File: src/shared/tcv_pkg.sv
// package for the timer channel value registers and pin multiplexer
// ---------------------------------------------------------------------
// ---------------------------------------------------------------------
package tcv_pkg;
   localparam int NUM_CHAN = 4;
   localparam int VAL_W = 16;
   localparam int BYTE_W = 8;
   localparam int ADDR_W = 8;
   localparam int DATA_W = 32;
   // ------------------------------------------------------------------
   // register word indices (byte address = 4 * index)
   // ------------------------------------------------------------------
   localparam logic [5:0] IDX_VAL_BASE = 6'h00;
   localparam logic [5:0] IDX_CTRL_BASE = 6'h08;
   localparam logic [5:0] IDX_PRESCALE = 6'h0c;
   localparam logic [5:0] IDX_STATUS = 6'h0d;
   localparam logic [5:0] IDX_MASK = 6'h0e;
   localparam logic [5:0] IDX_PINS = 6'h0f;
   // ------------------------------------------------------------------
   // field encodings
   // ------------------------------------------------------------------
   localparam logic [1:0] ELS_NONE = 2'h0;
   localparam logic [1:0] ELS_RISE_TOGGLE = 2'h1;
   localparam logic [1:0] ELS_FALL_CLEAR = 2'h2;
   localparam logic [1:0] ELS_BOTH_SET = 2'h3;
   localparam logic [2:0] PRESCALE_EXT_CLK = 3'h7;
   localparam int CTRL_W = 6;
   localparam logic [CTRL_W-1:0] CTRL_RESET = 6'h00;
   typedef struct packed {
      logic buffered_mode_select;
      logic capture_or_compare_select;
      logic edge_level_select_hi;
      logic edge_level_select_lo;
      logic pin_direction_bit;
      logic port_data;
   } tcv_ctrl_t;
   typedef struct packed {
      logic [ADDR_W-1:0] address;
      logic read;
      logic write;
      logic [DATA_W-1:0] writedata;
      logic [3:0] byteenable;
   } tcv_avl_req_t;
endpackage

File: src/design/tcv_top.sv
// timer channel value registers, capture/compare and pin function mux
`timescale 1ns/1ps
module tcv_top
   import tcv_pkg::*;
#(
   parameter int N = NUM_CHAN
)
(
   input wire logic clk,
   input wire logic reset_n,
   input wire tcv_avl_req_t avl_req,
   output logic [DATA_W-1:0] avl_readdata,
   output logic avl_waitrequest,
   input wire logic [VAL_W-1:0] free_counter_value,
   input wire logic [N-1:0] chan_pin_in,
   output logic [N-1:0] chan_pin_out,
   output logic [N-1:0] chan_pin_oe_n,
   input wire logic clk_pin_in,
   output logic clk_pin_out,
   output logic clk_pin_oe_n,
   output logic external_count_clock_pin,
   output logic [2:0] prescale_select,
   output logic [N-1:0] chan_event_flag,
   output logic irq
);
   // ------------------------------------------------------------------
   // bus slave: one wait state per access
   // ------------------------------------------------------------------
   logic wait_r;
   logic req;
   logic accept;
   logic [5:0] idx;
   logic [DATA_W-1:0] rd_nxt;
   assign req = avl_req.read | avl_req.write;
   assign accept = req & ~wait_r;
   assign idx = avl_req.address[ADDR_W-1:2];
   // waitrequest drops only for the cycle in which the access lands
   always_ff @(posedge clk)
   begin
      if (!reset_n)
         wait_r <= 1'b1;
      else
         wait_r <= ~(req & wait_r);
   end
   assign avl_waitrequest = wait_r;
   // ------------------------------------------------------------------
   // shared registers
   // ------------------------------------------------------------------
   logic [VAL_W-1:0] value_r [N];
   tcv_ctrl_t ctrl_r [N];
   logic [2:0] prescale_r;
   logic [N-1:0] status_r;
   logic [N-1:0] mask_r;
   logic [N-1:0] event_pulse;
   logic [N-1:0] pin_s1_r;
   logic [N-1:0] pin_s2_r;
   logic [N-1:0] pin_prev_r;
   logic clk_s1_r;
   logic clk_s2_r;
   logic [VAL_W-1:0] cnt_prev_r;
   logic cnt_tick;
   logic [N/2-1:0] active_odd_r;
   logic [N/2-1:0] swap_pend_r;
   logic wr_acc;
   logic rd_acc;
   logic [N-1:0] match_v;
   assign wr_acc = accept & avl_req.write;
   assign rd_acc = accept & avl_req.read;
   // match only when the counter moves, so a held count fires once
   assign cnt_tick = free_counter_value != cnt_prev_r;
   always_ff @(posedge clk)
   begin
      if (!reset_n)
      begin
         pin_s1_r <= '0;
         pin_s2_r <= '0;
         pin_prev_r <= '0;
         clk_s1_r <= 1'b0;
         clk_s2_r <= 1'b0;
         cnt_prev_r <= '0;
      end
      else
      begin
         pin_s1_r <= chan_pin_in;
         pin_s2_r <= pin_s1_r;
         pin_prev_r <= pin_s2_r;
         clk_s1_r <= clk_pin_in;
         clk_s2_r <= clk_s1_r;
         cnt_prev_r <= free_counter_value;
      end
   end
   // ------------------------------------------------------------------
   // per channel logic
   // ------------------------------------------------------------------
   genvar c;
   generate
      for (c = 0; c < N; c++)
      begin : g_chan
         localparam logic [5:0] HI_IDX = IDX_VAL_BASE + 6'(2 * c);
         localparam logic [5:0] LO_IDX = IDX_VAL_BASE + 6'(2 * c + 1);
         localparam logic [5:0] CT_IDX = IDX_CTRL_BASE + 6'(c);
         localparam bit IS_ODD = (c % 2) == 1;
         localparam int PAIR = c / 2;
         logic odd_off;
         logic buf_mode;
         logic [1:0] els;
         logic cap_mode;
         logic cmp_mode;
         logic rise;
         logic fall;
         logic cap_edge;
         logic cap_lock_r;
         logic cmp_inhibit_r;
         logic oc_level_r;
         logic is_active;
         logic match;
         logic cmp_hit;
         logic wr_hi;
         logic wr_lo;
         assign wr_hi = wr_acc & (idx == HI_IDX) & avl_req.byteenable[0];
         assign wr_lo = wr_acc & (idx == LO_IDX) & avl_req.byteenable[0];
         if (IS_ODD)
         begin : g_odd
            assign odd_off = ctrl_r[c-1].buffered_mode_select;
            assign buf_mode = 1'b0;
            assign is_active = active_odd_r[PAIR];
         end
         else
         begin : g_even
            assign odd_off = 1'b0;
            assign buf_mode = ctrl_r[c].buffered_mode_select;
            assign is_active = ~(buf_mode & active_odd_r[PAIR]);
         end
         assign els = {ctrl_r[c].edge_level_select_hi, ctrl_r[c].edge_level_select_lo};
         assign cap_mode = ~odd_off & ~buf_mode & ~ctrl_r[c].capture_or_compare_select
            & (els != ELS_NONE);
         // odd channel has no compare mode of its own while its even partner is buffered
         assign cmp_mode = IS_ODD ? (odd_off ? 1'b0
            : ctrl_r[c].capture_or_compare_select & (els != ELS_NONE))
            : (buf_mode | ctrl_r[c].capture_or_compare_select) & (els != ELS_NONE);
         assign rise = pin_s2_r[c] & ~pin_prev_r[c];
         assign fall = ~pin_s2_r[c] & pin_prev_r[c];
         always_comb
         begin
            unique case (els)
               ELS_RISE_TOGGLE: cap_edge = rise;
               ELS_FALL_CLEAR: cap_edge = fall;
               ELS_BOTH_SET: cap_edge = rise | fall;
               default: cap_edge = 1'b0;
            endcase
         end
         // buffered pair: only the active register may match
         if (IS_ODD)
         begin : g_mo
            logic pair_els_on;
            assign pair_els_on = {ctrl_r[c-1].edge_level_select_hi,
               ctrl_r[c-1].edge_level_select_lo} != ELS_NONE;
            // partner register of a buffered pair follows the even settings
            assign cmp_hit = cmp_mode | (odd_off & pair_els_on & is_active);
         end
         else
         begin : g_me
            assign cmp_hit = cmp_mode & is_active;
         end
         assign match = cmp_hit & cnt_tick & ~cmp_inhibit_r
            & (free_counter_value == value_r[c]);
         assign event_pulse[c] = (cap_mode & cap_edge & ~cap_lock_r) | match;
         assign match_v[c] = match;
         // value storage: no reset on purpose
         always_ff @(posedge clk)
         begin
            if (wr_hi)
               value_r[c][VAL_W-1:BYTE_W] <= avl_req.writedata[BYTE_W-1:0];
            else if (cap_mode & cap_edge & ~cap_lock_r)
               value_r[c][VAL_W-1:BYTE_W] <= free_counter_value[VAL_W-1:BYTE_W];
            if (wr_lo)
               value_r[c][BYTE_W-1:0] <= avl_req.writedata[BYTE_W-1:0];
            else if (cap_mode & cap_edge & ~cap_lock_r)
               value_r[c][BYTE_W-1:0] <= free_counter_value[BYTE_W-1:0];
         end
         always_ff @(posedge clk)
         begin
            if (!reset_n)
               ctrl_r[c] <= CTRL_RESET;
            else if (wr_acc & (idx == CT_IDX) & avl_req.byteenable[0])
               ctrl_r[c] <= tcv_ctrl_t'(avl_req.writedata[CTRL_W-1:0]);
         end
         // capture lock between high and low byte reads
         always_ff @(posedge clk)
         begin
            if (!reset_n | ~cap_mode)
               cap_lock_r <= 1'b0;
            else if (rd_acc & (idx == LO_IDX))
               cap_lock_r <= 1'b0;
            else if (rd_acc & (idx == HI_IDX))
               cap_lock_r <= 1'b1;
         end
         // compare inhibit between high and low byte writes
         always_ff @(posedge clk)
         begin
            if (!reset_n)
               cmp_inhibit_r <= 1'b0;
            else if (wr_lo)
               cmp_inhibit_r <= 1'b0;
            else if (wr_hi)
               cmp_inhibit_r <= 1'b1;
         end
         // compare output level and pin drive
         always_ff @(posedge clk)
         begin
            if (!reset_n)
            begin
               oc_level_r <= 1'b0;
               chan_pin_out[c] <= 1'b0;
               chan_pin_oe_n[c] <= 1'b1;
            end
            else
            begin
               // even pin carries the matches of both halves of a buffered pair
               if (!IS_ODD && (match || (buf_mode && match_v[(c + 1) % N])))
               begin
                  unique case (els)
                     ELS_RISE_TOGGLE: oc_level_r <= ~oc_level_r;
                     ELS_FALL_CLEAR: oc_level_r <= 1'b0;
                     ELS_BOTH_SET: oc_level_r <= 1'b1;
                     default: oc_level_r <= oc_level_r;
                  endcase
               end
               else if (IS_ODD && match && !odd_off)
               begin
                  unique case (els)
                     ELS_RISE_TOGGLE: oc_level_r <= ~oc_level_r;
                     ELS_FALL_CLEAR: oc_level_r <= 1'b0;
                     ELS_BOTH_SET: oc_level_r <= 1'b1;
                     default: oc_level_r <= oc_level_r;
                  endcase
               end
               if (odd_off || els == ELS_NONE)
               begin
                  chan_pin_oe_n[c] <= ~ctrl_r[c].pin_direction_bit;
                  chan_pin_out[c] <= ctrl_r[c].port_data;
               end
               else if (cap_mode)
               begin
                  chan_pin_oe_n[c] <= 1'b1;
                  chan_pin_out[c] <= 1'b0;
               end
               else
               begin
                  chan_pin_oe_n[c] <= 1'b0;
                  chan_pin_out[c] <= oc_level_r;
               end
            end
         end
      end
   endgenerate
   // ------------------------------------------------------------------
   // buffered pair: swap active register at the next pair event after an inactive low byte write
   // ------------------------------------------------------------------
   genvar p;
   generate
      for (p = 0; p < N / 2; p++)
      begin : g_pair
         logic inact_lo_wr;
         assign inact_lo_wr = wr_acc & avl_req.byteenable[0]
            & (idx == IDX_VAL_BASE + 6'(active_odd_r[p] ? 4 * p + 1 : 4 * p + 3));
         always_ff @(posedge clk)
         begin
            if (!reset_n | ~ctrl_r[2*p].buffered_mode_select)
            begin
               active_odd_r[p] <= 1'b0;
               swap_pend_r[p] <= 1'b0;
            end
            else if (event_pulse[2*p] | event_pulse[2*p+1])
            begin
               active_odd_r[p] <= active_odd_r[p] ^ (swap_pend_r[p] | inact_lo_wr);
               swap_pend_r[p] <= 1'b0;
            end
            else if (inact_lo_wr)
               swap_pend_r[p] <= 1'b1;
         end
      end
   endgenerate
   // ------------------------------------------------------------------
   // global config, sticky flags, interrupt, clock pin
   // ------------------------------------------------------------------
   always_ff @(posedge clk)
   begin
      if (!reset_n)
      begin
         prescale_r <= '0;
         mask_r <= '0;
      end
      else if (wr_acc & avl_req.byteenable[0])
      begin
         if (idx == IDX_PRESCALE)
            prescale_r <= avl_req.writedata[2:0];
         if (idx == IDX_MASK)
            mask_r <= avl_req.writedata[N-1:0];
      end
   end
   always_ff @(posedge clk)
   begin
      if (!reset_n)
         status_r <= '0;
      else if (wr_acc & avl_req.byteenable[0] & (idx == IDX_STATUS))
         status_r <= (status_r & ~avl_req.writedata[N-1:0]) | event_pulse;
      else
         status_r <= status_r | event_pulse;
   end
   always_ff @(posedge clk)
   begin
      if (!reset_n)
      begin
         irq <= 1'b0;
         chan_event_flag <= '0;
         prescale_select <= '0;
         clk_pin_out <= 1'b0;
         clk_pin_oe_n <= 1'b1;
         external_count_clock_pin <= 1'b0;
      end
      else
      begin
         irq <= |(status_r & mask_r);
         chan_event_flag <= status_r;
         prescale_select <= prescale_r;
         if (prescale_r == PRESCALE_EXT_CLK)
         begin
            clk_pin_oe_n <= 1'b1;
            clk_pin_out <= 1'b0;
            external_count_clock_pin <= clk_s2_r;
         end
         else
         begin
            clk_pin_oe_n <= ~ctrl_r[N-1].pin_direction_bit;
            clk_pin_out <= ctrl_r[N-1].port_data;
            external_count_clock_pin <= 1'b0;
         end
      end
   end
   // ------------------------------------------------------------------
   // read mux
   // ------------------------------------------------------------------
   always_comb
   begin
      rd_nxt = '0;
      for (int i = 0; i < N; i++)
      begin
         if (idx == IDX_VAL_BASE + 6'(2 * i))
            rd_nxt[BYTE_W-1:0] = value_r[i][VAL_W-1:BYTE_W];
         if (idx == IDX_VAL_BASE + 6'(2 * i + 1))
            rd_nxt[BYTE_W-1:0] = value_r[i][BYTE_W-1:0];
         if (idx == IDX_CTRL_BASE + 6'(i))
            rd_nxt[CTRL_W-1:0] = ctrl_r[i];
      end
      if (idx == IDX_PRESCALE)
         rd_nxt[2:0] = prescale_r;
      if (idx == IDX_STATUS)
         rd_nxt[N-1:0] = status_r;
      if (idx == IDX_MASK)
         rd_nxt[N-1:0] = mask_r;
      if (idx == IDX_PINS)
         rd_nxt[N:0] = {clk_s2_r, pin_s2_r};
   end
   always_ff @(posedge clk)
   begin
      if (!reset_n)
         avl_readdata <= '0;
      else if (req & wait_r & avl_req.read)
         avl_readdata <= rd_nxt;
   end
endmodule

File: config.mk
export PLATFORM = sky130hd
export DESIGN_NAME = tcv_top
export DESIGN_NICKNAME = d
export VERILOG_FILES = /design/src/shared/tcv_pkg.sv /design/src/design/tcv_top.sv
export SDC_FILE = /design/constraint.sdc
export NUM_CORES = 1
export LEC_CHECK = 0
export BUFFER_PORTS_ARGS = -buffer_cell sky130_fd_sc_hd__buf_2
export CORE_UTILIZATION = 28
export CTS_BUF_LIST = sky130_fd_sc_hd__clkbuf_4 sky130_fd_sc_hd__clkbuf_8
export DETAILED_ROUTE_END_ITERATION = 16
export GPL_TIMING_DRIVEN = 0
export HOLD_SLACK_MARGIN = 0.02
export PLACE_DENSITY = 0.53
export SLEW_MARGIN = 0
export SYNTH_ARGS = -nofsm -noshare
export SYNTH_HDL_FRONTEND = slang
export SYNTH_SLANG_ARGS = --single-unit
export TNS_END_PERCENT = 1
File: constraint.sdc
create_clock -name clk -period 2.1 [get_ports clk]
set_input_delay 0.21 -clock clk [delete_from_list [all_inputs] [get_ports clk]]
set_output_delay 0.21 -clock clk [all_outputs]
set_load 0.02 [all_outputs]
==> impl_results.md <==
* Starting Density at 28.39%
* Remaining Overflow, GRT at 0
* First-pass GRT wire length at 48.59 mm
* Antenna-violating nets left at 0
* Cell row count at 66
* Area of the core at about 33000 um2
* Power Density at between 600 and 700 nW/um2
* Hold Violations, Final at 0
* Max Cap Violations at 0
* Gr usage total at around a fifth
* Via count at about 7600
* Fraction of layout cells with a size suffix above 1 at between 20% and 30%
* Remaining DRCs at 0
* WP data required at 2.52 ns
* CTS tree: done
* H-tree Lvls at 4
* PnR worst setup slack at -0.1668 ns
* Critical Path Start: ctrl_r[0][3]$_SDFFCE_PN0P_
* Setup violators final at 13
* Root Driver: clkbuf_8
* Worst hold slack at 0.06347 ns
* Main synth FF type: edfxtp_1
* Crit path largest cell delay at roughly 0.6 ns
* Post-synthesis cell area at just over 9000 um2
* Wirelength per Cell at 23.25 um
* Failing checks: negative setup slack
* Crit path cell chain: o211ai_1 > a2111oi_4 > nand4b_1 > or4b_1 > a31oi_1
* Fmax at about 440 MHz
* Commonest non-fill, non-tap cell in the layout: edfxtp_1
* Footprint of the multi-input gates at about 4900 um2
* Starting DRT DRC Count at between 700 and 800
* Final core utilization at 34.71%
* # IOs at between 100 and 150
* Library cells used by synthesis at 74
* Number of fillers in the final layout at roughly 3400
* Post-synth EDFFs at just under 90
* TritonCTS buffer count at 17
* Synth warnings at 0
* Final worst-path cycle share at 107.9%
* Sink Count at between 150 and 200
* Leading area contributor after synthesis: edfxtp_1
* DR vias/cell at roughly 5.1
* Fin nets at between 1000 and 1500
* Slowest CP cell: or4b_1
* Tightest Pin Transition at 0.9723 ns
* Die Y at 183.6 um
* Avg Cell Area, Syn at 10.45 um2
* P_leak at 3.988 nW
* Slew HR at about a third
* DP Area at ~10000 um2
* Number of global-route vias before repair at approximately 7100
* DP HPWL at ~25 mm
* Later-pin clock latency in the skew report at ~0.50 ns
* Critical path buffers and inverters at 0
* DIE AREA at ~34000 um2
* RePlAce Congestion at just under 0.9
* Maximum resistive drop on vdd at 0.4169 mV
* Area share of the largest cell type after synthesis at 28.61%
* Drt total wl at approximately 34 mm
* Synth top area cells: edfxtp_1 29%, dfxtp_1 18%, mux2_2 7.8%, xnor2_1 4.2%, and2_1 4.0%
* I/O Buffers at slightly above 50
* Setup crit start kind: flop
* WS Path Type: reg -> reg
* Final instance area at about 11000 um2
* Setup crit end kind: flop
* Area grow syn2layout at 22.26%
* Most frequent cells in the layout: 88 x edfxtp_1, 81 x dfxtp_1, 71 x buf_2
* CP delay by family, top: simple AND/OR/NAND/NOR gates
* Arr. time, crit path at 2.69 ns
* Clock Skew at 0.02082 ns
* Worst r2r src: ctrl_r[0][3]$_SDFFCE_PN0P_
* Status: complete, but fails checks
* Reg clk slew, reported paths at between 0.1 and 0.15 ns
* Max Transition Viols Final at 0
* Synthesized instance count at slightly below 900
* Pin count of the biggest net entering global routing at 17
* RSZ-0062 raised after global routing: yes
* Hold Crit Class: in -> reg
* Async S/R FF share, synth at 0%
* Fin crit period at 2.267 ns
* Sequential Area at approximately 4400 um2
* Flops & latches, synth at roughly 170
* Crit path max fanout at 6
* TritonRoute pass-1 iters at 5
* Sequential element share of the synthesized area at approximately 47%
* HP Start: free_counter_value[4]
* Die W at 183.6 um
* Post-route setup TNS at -0.5717 ns
* Antenna violations before repair at 2
* Max Buffers Root-to-Sink at 2
-- sequential cells by signal, indices dropped and copies added, names as in the netlist, 8 cells and up --
register	cells
value_r	64
ctrl_r	24
cnt_prev_r	16
avl_readdata	8
-- synth_stat cells, drive strengths merged, types with 13 or more instances --
cell     n
buf     49
a22oi   14
nor3    21
xor2    38
dfxtp   85
a21oi   31
clkbuf  29
nand2   58
mux2    64
xnor2   44
o21ai   46
nand4   16
and2    59
inv     13
edfxtp  88
nor2    52
nand3   18
-- path summary, 6_finish.rpt --
path | slack (ns) | to | cells after the start
worst max-delay path | -0.17 | g_chan[1].oc_level_r$_SDFFE_PN0P_ | 5
worst min register to register | 0.45 | clk_s2_r$_SDFF_PN0_ | 1
worst max register to register | -0.17 | g_chan[1].oc_level_r$_SDFFE_PN0P_ | 5
worst min-delay path | 0.06 | cnt_prev_r[4]$_SDFF_PN0_ | 2
-- worst register-to-register path, cell delays in order, from the launching register on --
cell and delay [ns]:
edfxtp_1 0.50, o211ai_1 0.21, a2111oi_4 0.40, nand4b_1 0.34, or4b_1 0.60, a31oi_1 0.13
-- repair_timing --
action                                  CTS  global route
buffers inserted                          5            25
hold buffers                              7             0
gates resized for setup                  56            56
hold endpoints to repair                  6             0
pin swaps                                14            20
endpoints found under the setup margin  166           125
-- cells by family after synthesis --
group	Yosys count	synth area share (%)
AOI/OAI and AO/OA	175	12.91
xor gates and xnor gates	82	7.776
adders and majority gates	8	1.084
buffers and inverters	93	5.811
DFF	173	47.03
muxes	71	8.561
other	1	0.04060
and+or+nand+nor	281	16.78
-- stage by stage --
stage / power (W) / worst slack, ns / instances
after floorplan: 0.004309 / -0.08722 / 907
after global placement: 0.004612 / -1.097 / 1400
after detailed placement: 0.004619 / -1.125 / 1400
after CTS: 0.007071 / -0.1877 / 1443
after global routing: 0.007338 / -0.1866 / 1467
final: 0.007100 / -0.1668 / 1468
-- where the power goes --
part | total [W] | leakage [nW] | internal [W] | switching, W
clock | 0.00245 | 0.212 | 0.00113 | 0.00132
sequential | 0.00370 | 1.52 | 0.00363 | 0.0000659
combinational | 0.000953 | 2.25 | 0.000363 | 0.000591
-- cell type report --
class | instances | share of cell area (%)
Sequential cell | 173 | 38.54
Inverter | 14 | 0.4654
Buffer | 77 | 4.266
Timing Repair Buffer | 88 | 5.086
Clock buffer | 24 | 2.814
Clock inverter | 8 | 0.6870
Multi-Input combinational cell | 641 | 43.22
Tap cell | 442 | 4.897
Antenna cell | 1 | 0.02216
-- layer usage --
layer / global-route usage (%) / up-vias / part of all wire, %
li1: - / 3444 / -
met1: 27.78 / 3763 / 46
met2: 32.06 / 296 / 46
met3: 3.744 / 53 / 6.1
met4: 6.600 / 0 / 2.2
met5: 0 / - / 0
Note: power is estimated with default switching activity, not from simulation.
